--- config.mk ---
export PLATFORM = sky130hd
export DESIGN_NAME = sfpi_core
export DESIGN_NICKNAME = d
export VERILOG_FILES = /design/src/hw/sfpi_pkg.sv /design/src/hw/sfpi_fifo.sv /design/src/hw/sfpi_core.sv
export SDC_FILE = /design/constraint.sdc
export NUM_CORES = 1
export LEC_CHECK = 0
export BUFFER_PORTS_ARGS = -buffer_cell sky130_fd_sc_hd__clkbuf_2
export CORE_MARGIN = 2
export CORE_UTILIZATION = 35
export DETAILED_ROUTE_END_ITERATION = 8
export PLACE_DENSITY = 0.58
export REMOVE_ABC_BUFFERS = 1
export SLEW_MARGIN = 0
export SYNTH_ARGS = -nofsm -noshare
export SYNTH_HDL_FRONTEND = slang
export SYNTH_SLANG_ARGS = --single-unit
--- constraint.sdc ---
create_clock -name clk_sys -period 6.15 [get_ports clk_sys]
set_clock_uncertainty 0.2 [all_clocks]
set_input_delay 0.3075 -clock clk_sys [delete_from_list [all_inputs] [get_ports clk_sys]]
set_output_delay 0.3075 -clock clk_sys [all_outputs]
set_load 0.005 [all_outputs]
--- src/hw/sfpi_pkg.sv ---
// Shared constants and types of the serial flash pin interface.
// Assumes one system clock that samples every pin of the link.
package sfpi_pkg;
	localparam int BYTE_W = 8;
	localparam int FIFO_DEPTH = 16;
	localparam logic [3:0] CNT_RST = 4'h0;
	localparam logic [3:0] BYTE_BITS = 4'h8;
	localparam logic [7:0] BYTE_RST = 8'h00;
	localparam logic [3:0] LANES_OFF = 4'h0;

	typedef enum logic [1:0] {LM_SINGLE, LM_DUAL, LM_QUAD} sfpi_lane_e;

	// Sampled link pins: clock, select and the four data lanes
	typedef struct packed {
		logic sck;
		logic csN;
		logic [3:0] lane;
	} sfpi_pins_s;

	// Lane drive toward the pins, enable high while driving
	typedef struct packed {
		logic [3:0] out;
		logic [3:0] oe;
	} sfpi_drive_s;

	typedef struct packed {
		sfpi_pins_s sync1;
		sfpi_pins_s sync2;
		logic sckPrev;
		logic csPrev;
		logic armed;
		logic [7:0] rxSh;
		logic [3:0] rxCnt;
		logic [7:0] txSh;
		logic [3:0] txCnt;
		sfpi_drive_s drive;
		logic pushValid;
		logic [7:0] pushData;
		logic txTaken;
		logic overflow;
		logic standby;
		logic progGrant;
	} sfpi_state_s;
endpackage

--- src/hw/sfpi_fifo.sv ---
// Flop-based FIFO with valid/ready on both sides.
// Assumes a single clock domain and a power-of-two depth.
`timescale 1ns/1ps
module sfpi_fifo #(
	parameter int WIDTH = 8,
	parameter int DEPTH = 16
) (
	input wire logic clk_sys,
	input wire logic rst,
	input wire logic [WIDTH-1:0] inData,
	input wire logic inValid,
	output logic inReady,
	output logic [WIDTH-1:0] outData,
	output logic outValid,
	input wire logic outReady
);
	localparam int AW = $clog2(DEPTH);

	if (DEPTH < 2 || (1 << AW) != DEPTH || WIDTH < 1) begin : gBadParam
		$error("sfpi_fifo: DEPTH must be a power of two of at least 2");
	end

	typedef struct packed {
		logic [DEPTH-1:0][WIDTH-1:0] mem;
		logic [AW-1:0] wr;
		logic [AW-1:0] rd;
		logic [AW:0] cnt;
	} sfpi_fifo_s;

	sfpi_fifo_s q, d;
	logic doPush;
	logic doPop;

	assign inReady = q.cnt != (AW+1)'(DEPTH);
	assign outValid = q.cnt != '0;
	assign outData = q.mem[q.rd];
	assign doPush = inValid && inReady;
	assign doPop = outValid && outReady;

	always_comb begin
		d = q;
		if (doPush) begin
			d.mem[q.wr] = inData;
			d.wr = q.wr + 1'b1;
		end
		if (doPop) begin
			d.rd = q.rd + 1'b1;
		end
		if (doPush && !doPop) begin
			d.cnt = q.cnt + 1'b1;
		end else if (doPop && !doPush) begin
			d.cnt = q.cnt - 1'b1;
		end
	end

	always_ff @(posedge clk_sys or posedge rst) begin
		if (rst) begin
			q <= '0;
		end else begin
			q <= d;
		end
	end
endmodule

--- src/hw/sfpi_core.sv ---
// Device-side pin logic of a serial flash: lane sampling, shifting, float control.
// Assumes all pins are asynchronous to clk_sys and the link clock is far slower.
// Functional notes
// - Output bits change only after a falling edge of the serial clock.
// - The output lane one is also a data lane in dual and quad transfers.
// - Input lanes are sampled on rising serial clock edges; host sets them up before.
// - The input lane zero becomes a driven data lane in dual and quad transfers.
// - Select low means active; select high floats every output lane.
// - Nothing is accepted until the first select falling edge after reset.
// - Standby only while deselected and no internal write operation runs.
// - Pause low suspends transfer: outputs float, clock and inputs ignored.
// - In quad mode pause and write protect pins are lanes three and two.
// - Write protect low blocks program or erase of the protected region.
// - The quad enable bit reassigns write protect and pause pins to lanes.
`timescale 1ns/1ps
module sfpi_core
	import sfpi_pkg::*;
#(
	parameter int DEPTH = FIFO_DEPTH
) (
	input wire logic clk_sys,
	input wire logic rst,
	input wire sfpi_pins_s pinsIn,
	output sfpi_drive_s laneDrive,
	input wire sfpi_lane_e laneMode,
	input wire logic dirOut,
	input wire logic quadEnable,
	input wire logic internalBusy,
	input wire logic progRequest,
	input wire logic regionProtected,
	output logic progGrant,
	output logic standby,
	input wire logic [7:0] txData,
	output logic txTaken,
	output logic [7:0] rxData,
	output logic rxValid,
	input wire logic rxReady,
	output logic overflow
);
	if (DEPTH < 2) begin : gBadDepth
		$error("sfpi_core: DEPTH below 2");
	end

	sfpi_state_s q, d;
	logic fifoReady;
	logic selected;
	logic csFall;
	logic rise;
	logic fall;
	logic pauseOn;
	logic wpActive;
	logic [3:0] nBits;
	logic [3:0] rxSum;
	logic [3:0] txSum;
	logic [7:0] rxNext;
	logic [7:0] txByte;

	// Bits moved per edge; quad needs the enable bit, otherwise single
	function automatic logic [3:0] laneWidth(input sfpi_lane_e m, input logic qe);
		logic [3:0] w;
		w = 4'h1;
		if (m == LM_DUAL) begin
			w = 4'h2;
		end else if (m == LM_QUAD && qe) begin
			w = 4'h4;
		end
		return w;
	endfunction

	// Lanes driven for a given width
	function automatic logic [3:0] laneMask(input logic [3:0] w);
		logic [3:0] m;
		m = 4'h2;
		if (w == 4'h2) begin
			m = 4'h3;
		end else if (w == 4'h4) begin
			m = 4'hf;
		end
		return m;
	endfunction

	always_comb begin
		selected = !q.sync2.csN;
		csFall = q.csPrev && !q.sync2.csN;
		// Edges found on the sampled level, so either idle level works
		rise = !q.sckPrev && q.sync2.sck;
		fall = q.sckPrev && !q.sync2.sck;
		pauseOn = selected && !quadEnable && !q.sync2.lane[3];
		wpActive = !quadEnable && !q.sync2.lane[2];
		nBits = laneWidth(laneMode, quadEnable);
		rxSum = q.rxCnt + nBits;
		txSum = q.txCnt + nBits;
		rxNext = {q.rxSh[6:0], q.sync2.lane[0]};
		if (nBits == 4'h2) begin
			rxNext = {q.rxSh[5:0], q.sync2.lane[1:0]};
		end else if (nBits == 4'h4) begin
			rxNext = {q.rxSh[3:0], q.sync2.lane[3:0]};
		end
		txByte = (q.txCnt == CNT_RST) ? txData : q.txSh;
	end

	always_comb begin
		d = q;
		d.sync1 = pinsIn;
		d.sync2 = q.sync1;
		d.sckPrev = q.sync2.sck;
		d.csPrev = q.sync2.csN;
		d.pushValid = 1'b0;
		d.txTaken = 1'b0;
		d.standby = !selected && !internalBusy;
		d.progGrant = progRequest && !(wpActive && regionProtected);
		if (q.pushValid && !fifoReady) begin
			d.overflow = 1'b1;
		end
		if (csFall) begin
			d.armed = 1'b1;
			d.rxCnt = CNT_RST;
			d.txCnt = CNT_RST;
		end
		if (!selected) begin
			d.drive.oe = LANES_OFF;
			d.rxCnt = CNT_RST;
			d.txCnt = CNT_RST;
		end else if (q.armed && !pauseOn) begin
			if (rise) begin
				d.rxSh = rxNext;
				if (rxSum >= BYTE_BITS) begin
					d.rxCnt = CNT_RST;
					d.pushValid = 1'b1;
					d.pushData = rxNext;
				end else begin
					d.rxCnt = rxSum;
				end
			end
			if (!dirOut) begin
				d.drive.oe = LANES_OFF;
			end else if (fall) begin
				d.txTaken = q.txCnt == CNT_RST;
				d.drive.out = LANES_OFF;
				if (nBits == 4'h1) begin
					d.drive.out[1] = txByte[7];
				end else if (nBits == 4'h2) begin
					d.drive.out[1:0] = txByte[7:6];
				end else begin
					d.drive.out = txByte[7:4];
				end
				d.drive.oe = laneMask(nBits);
				d.txSh = txByte << nBits;
				d.txCnt = (txSum >= BYTE_BITS) ? CNT_RST : txSum;
			end
		end else begin
			// Paused or not yet armed: float, hold the bit position
			d.drive.oe = LANES_OFF;
		end
	end

	always_ff @(posedge clk_sys or posedge rst) begin
		if (rst) begin
			// Select chain resets low: a select held low through reset is no edge
			// Costs two cycles of a selected look after reset, harmless while unarmed
			q <= '0;
		end else begin
			q <= d;
		end
	end

	// Host side stalls cannot stop the link; a full FIFO sets overflow
	sfpi_fifo #(
		.WIDTH(BYTE_W),
		.DEPTH(DEPTH)
	) uFifo (
		.clk_sys(clk_sys),
		.rst(rst),
		.inData(q.pushData),
		.inValid(q.pushValid),
		.inReady(fifoReady),
		.outData(rxData),
		.outValid(rxValid),
		.outReady(rxReady)
	);

	assign laneDrive = q.drive;
	assign progGrant = q.progGrant;
	assign standby = q.standby;
	assign txTaken = q.txTaken;
	assign overflow = q.overflow;
endmodule

**Yosys cells after proc, flatten, opt, wreduce, memory -nomap -nowiden**

Index checks and enable logic that the tools add are counted.

- $add $sub $neg: 6
- Multipliers: 0
- Divide/modulo/power cells: 0
- Magnitude comparators: 5
- Equal/unequal tests: 7
- Shifts and indexed selects: 1
- Muxes and demuxes: 38
- Bitwise gates (word level): 1
- Reduce and logical (&&, ||, !) cells: 35

Operators by type and width:

| cell | count |
|---|---|
| $bwmux 128 | 1 |
| $mux 4 | 13 |
| $mux 20 | 2 |
| $mux 8 | 5 |
| $bmux 8 s4 | 1 |
| $demux 8 s4 | 1 |
| $mux 10 | 2 |
| $mux 9 | 2 |
| $logic_and 1x1->1 | 17 |
| $mux 16 | 1 |
| $logic_not 1->1 | 12 |
| $lt 4x5->1 const B | 2 |
| $mux 5 | 2 |
| $add 4x1->4 const B | 2 |
| $add 4x4->4 | 2 |
| $ge 4x4->1 const B | 2 |
| $reduce_and 4->1 | 2 |
| $shl 8x4->8 | 1 |
| $mux 2 | 3 |
| $add 5x1->5 const B | 1 |
| $ne 5x5->1 const B | 1 |
| $reduce_bool 5->1 | 1 |
| $sub 5x1->5 const B | 1 |
| $eq 4x1->1 const B | 1 |
| other kinds (12) | 15 |

- Register bits: 200
- Bits in latches: 0
- RAM bits: 0
- Memory bits (read-only): 0
- Input port bits: 24
- Output and inout port bits: 21
- Logic and storage cells: 133
- Memories: 0

**Depth between registers and ports, before layout**

- Depth after elaboration: 11
- Gate-level depth with buffers: 11
- Gate-level depth less buffers: 11

**Cells and area by module**

From an unflattened synthesis, not the netlist that was laid out.

- Cell total of the unflattened synthesis: 706
- Area total of the unflattened synthesis: 9512.9 um2

By module, submodules not included:

| module | instances | cells an instance | area each (um2) | seq. area each (um2) |
|---|---|---|---|---|
| sfpi_fifo | 1 | 474 | 6821.5 | 3528.4 |
| sfpi_core | 1 | 232 | 2691.3 | 1451.4 |

**Least setup slack after synthesis**

Ideal clock, no wire load.

- Path kind: flip-flop to flip-flop
- Start: register uFifo.q[0] (netlist name)
- End: register uFifo.q[4] (netlist name)
- Library setup time: 125 ps
- Data arrival time: 2422 ps
- Data required time: 5825 ps
- Path slack: 3403 ps
- Stages on the path, launching flop included: 12
- Path buffers: 0
- Period minus slack after synthesis: 2747 ps
- Cells stage by stage: dfrtp_1 > nor4_2 > nand2b_1 > nand2_1 > ha_1 > inv_1 > fa_1 > a21o_1 > a21oi_1 > xnor2_1 > nor2_1 > xor2_1

- Cells in the longest elaborated chain, start to end: 5
- Elaborated cells on any way between the ends: 13
- Classes of those cells: add/sub (2); eq/ne (1); mux (2); reduce/logical (8)

RTL lines:

| what | RTL line | RTL |
|---|---|---|
| from (decl) | sfpi_fifo.sv:30 | `sfpi_fifo_s q, d;` |
| from (signal assigned) | sfpi_fifo.sv:58 | `q <= '0;` |
| from (signal assigned) | sfpi_fifo.sv:60 | `q <= d;` |
| $reduce_bool 5->1 * | sfpi_fifo.sv:35 | `assign outValid = q.cnt != '0;` |
| via rxValid | sfpi_core.sv:36 | `output logic rxValid,` |
| $logic_and 1x1->1 * | sfpi_fifo.sv:38 | `assign doPop = outValid && outReady;` |
| $logic_not 1->1 | sfpi_fifo.sv:49 | `if (doPush && !doPop) begin` |
| $logic_and 1x1->1 | sfpi_fifo.sv:49 |  |
| $mux 5 or $reduce_bool 2->1 (tied branches) | n/a |  |

Mark *: on every way through the listed nets, which the timed path passes. The rest lies on a longest branch. The select of a mux whose other input is x is not followed.
A chain may end at the register's enable or synchronous reset.

**Worst setup path after layout**

- Start: register uFifo.q[0] (netlist name)
- End: register uFifo.q[4] (netlist name)

- Cells in the longest elaborated chain, start to end: 5
- Elaborated cells on any way between the ends: 13
- Classes of those cells: add/sub (2); eq/ne (1); mux (2); reduce/logical (8)

RTL lines:

| what |
|---|
| branches (longest 5 deep; another with $sub 5x1->5) |

Several ways; the timed one is not identified. The select of a mux whose other input is x is not followed.

==> flow_summary_export.csv <==
group,metric,value,unit
sta,timing.final.crit_period,3.37,ns
setup_path,end_kind,"flop",
synthesis,syn_inst,645,
clock_tree,clockBufferDepth,2,
worst_hold_path,hold_path_class,"in -> reg",
worst_hold_path,holdPathEnd,"laneDrive[7]$_DFFE_PP0P_",
sta,rsz0062_at_grt,"no",
power,leakagePower,5.10,nW
synthesis,synth_area_leaders,"dfrtp_1, mux2_2, mux4_1, mux4_2, ha_1",
synthesis,synth_top_area_share,53.6,%
setup_path,worstPathRequired,6.26,ns
status,status,"finished, final reports clean",
clock_tree,clock_latency,0.43,ns
synthesis,synth_flop_cell,"dfrtp_1",
floorplan,core,0.0261,mm2
global_route,grt_overflow_total,0,
cells_and_area,fillCellCount,2370,
floorplan,start_util,35.7,%
floorplan,die_w,167,um
sta,worst_slew_pin_slew,1.27,ns
clock_tree,cts-resized-gates,0,
cells_and_area,nets,717,
floorplan,die_h,167,um
cells_and_area,fin_util,40.0,%
sta,maxSlewViolCount,0,
worst_hold_path,min_path_cells,3,
setup_path,worstRegToRegCells,10,
global_route,grt_util_all_layers,14.5,%
placed_design,gp_congestion,0.747,
setup_path,cp_max_fo,22,
clock_tree,cts.sinks,199,
synthesis,synth_seq_cells,199,
setup_path,r2r_end,"uFifo.q[4]$_DFFE_PP0P_",
cells_and_area,diodes,0,
routing,via_per_inst,5.23,
global_route,grt_pass1_vias,5823,
routing,wirelength,19200,um
clock_tree,cts_tree,"yes",
synthesis,synth_edf_count,0,
clock_tree,cts-root-buf,"clkbuf_16",
clock_tree,post_cts_buffers,0,
routing,drt-pass1-iter-count,4,
run,max_cap_violations,0,
sta,fmax,297,MHz
power,power.density,290,mW/mm2
setup_path,cpPeakStageDelay,0.90,ns
cells_and_area,stdcell_area,0.0104,mm2
clock_tree,clk_pin_slew,0.07,ns
floorplan,die-area,0.0279,mm2
setup_path,slowest_stage,"a21boi_2",
setup_path,rrSetupSlack,2.78,ns
sta,period_share,54.8,%
placed_design,dpl.hpwl,12900,um
sta,hold_viol,0,
synthesis,ys_top_cells_by_count,"dfrtp_1, mux2_2, nand2_1, mux4_1, clkbuf_1",
routing,drtIter0Drc,340,
setup_path,crit_family,"compound AO/OA/AOI/OAI gates",
sta,fin_setup_tns,0,ns
placed_design,place_area,0.00972,mm2
global_route,grt_pass1_wl,31900,um
synthesis,yosys_warnings,0,
global_route,grt_max_degree,145,
clock_tree,cts_inserted_buffers,17,
synthesis,seq_area_frac_synth,53.6,%
synthesis,synth_area,0.00930,mm2
setup_path,critPathKind,"reg -> reg",
synthesis,synth_area_leader_cell,"dfrtp_1",
placed_design,portBuffers,44,
floorplan,rows,59,
cells_and_area,area_growth,12.0,%
synthesis,async_flop_share,100,%
setup_path,cp.arrival,3.48,ns
cells_and_area,drive_above_1_share,35.7,%
synthesis,postSynthAreaPerCell,14.4,um2
sta,slew_headroom,14.4,%
power,power.total,3.02,mW
synthesis,synthDistinctLibCells,53,
worst_hold_path,worst_hold_startpoint,"txData[7]",
cells_and_area,multiInputGateArea,0.00402,mm2
setup_path,crit_buf_inv,1,
cells_and_area,area.sequential,0.00498,mm2
global_route,antenna_found_initial,0,
routing,wire_per_inst,18.7,um
setup_path,cp-start-kind,"flop",
synthesis,synth_most_common_cell,"dfrtp_1",
clock_tree,htreeDepth,4,
setup_path,crit_chain,"nor4_2 > a21boi_2 > ha_1 > inv_1 > fa_1 > a21o_1 > a21oi_1 > xnor2_1 > nor2_1 > xor2_1",
routing,dr_total_vias,5361,
routing,drc_errors,0,
power,peakVddDrop,171,uV
floorplan,io_pins,45,
sta,setup_viol,0,
setup_path,r2r_start,"uFifo.q[0]$_DFFE_PP0P_",
routing,detail-route-antenna-nets,0,
## registers in the layout, summed over array words and instances (netlist names)
name       count
standby        1
uFifo.q      141
d              8
q             39
txTaken        1
progGrant      1
overflow       1
laneDrive      7
## stage by stage
stage / setup WS (ns) / cells / hold WS (ns)
finish: 2.78 / 1025 / 0.0606
global placement: 2.87 / 981 / 0.134
detailed placement: 2.74 / 981 / 0.135
CTS: 2.78 / 1025 / 0.0509
floorplan: 0.217 / 600 / 0.131
global route: 2.51 / 1025 / 0.0627
## worst max-delay path by stage
stage / cells past startpoint / slack [ns] / start / endpoint
2_1_floorplan: 1 / 0.22 / rst / d[46]$_DFF_PP0_
3_3_place_gp: 9 / 2.87 / laneMode[0] / q[4]$_DFFE_PP0P_
3_5_place_dp: 9 / 2.74 / laneMode[0] / q[4]$_DFFE_PP0P_
4_1_cts: 10 / 2.78 / uFifo.q[0]$_DFFE_PP0P_ / uFifo.q[4]$_DFFE_PP0P_
5_1_grt: 10 / 2.51 / uFifo.q[0]$_DFFE_PP0P_ / uFifo.q[4]$_DFFE_PP0P_
6_report: 10 / 2.78 / uFifo.q[0]$_DFFE_PP0P_ / uFifo.q[4]$_DFFE_PP0P_
## placed cells by master (no fill, tap or decap), drive strengths merged, types with 4 or more instances in the layout
cell type	count
dfrtp	199
mux2	135
clkbuf	62
mux4	40
nand2	33
inv	23
a21oi	22
nor2	20
o21ai	17
nand3	16
ha	13
dlygate4sd3	12
xnor2	11
mux2i	11
clkinv	7
a22o	6
nand4	6
xor2	5
nor4	5
nor2b	4
nand2b	4
a21o	4
## what timing repair did
item,CTS,global route
hold buffers,12,0
endpoints found under the setup margin,0,0
hold endpoints to repair,153,0
## routing by layer
| metal | track usage (%) | part of all wire (%) |
|---|---|---|
| met2 | 24.7 | 51 |
| met3 | 3.35 | 4.2 |
| met4 | 3.04 | 0.77 |
| met1 | 18.8 | 44 |
| met5 | 0 | 0 |
## logic make-up (layout without fill, tap and decap cells)
group                    count (synthesis)  in the layout  share of synthesized area [%]
buffers and inverters                   61            106                           3.30
XOR/XNOR                                16             16                           1.51
multiplexers                           186            186                           28.6
AO/OA/AOI/OAI                           67             67                           4.56
AND/OR/NAND/NOR                         98             98                           5.87
adder cells (fa/ha/maj)                 18             18                           2.62
flip-flops                             199            199                           53.6
## worst reg2reg max path: cells and delay by family, from the launching register on
kind	cells	cell delay (ns)
AOI/OAI and AO/OA	3	1.26
xor gates and xnor gates	2	0.29
adders and majority gates	2	0.78
buffers and inverters	1	0.11
DFF	1	0.45
and+or+nand+nor	2	0.18
## power breakdown
group / internal, mW / switching, mW / total [mW] / leakage, nW
combinational: 0.217 / 0.206 / 0.423 / 2.12
sequential: 1.37 / 0.143 / 1.52 / 2.69
clock: 0.549 / 0.532 / 1.08 / 0.286
total: 2.14 / 0.882 / 3.02 / 5.10
## layout make-up
type | instances | share of cell area (%)
inverter | 16 | 0.649
sequential | 199 | 47.8
clock inverter | 14 | 1.27
timing repair buffer | 58 | 3.41
multi-input combinational | 385 | 38.6
tap | 335 | 4.03
clock buffer | 18 | 4.22
Power figures use the tool's default switching activity.
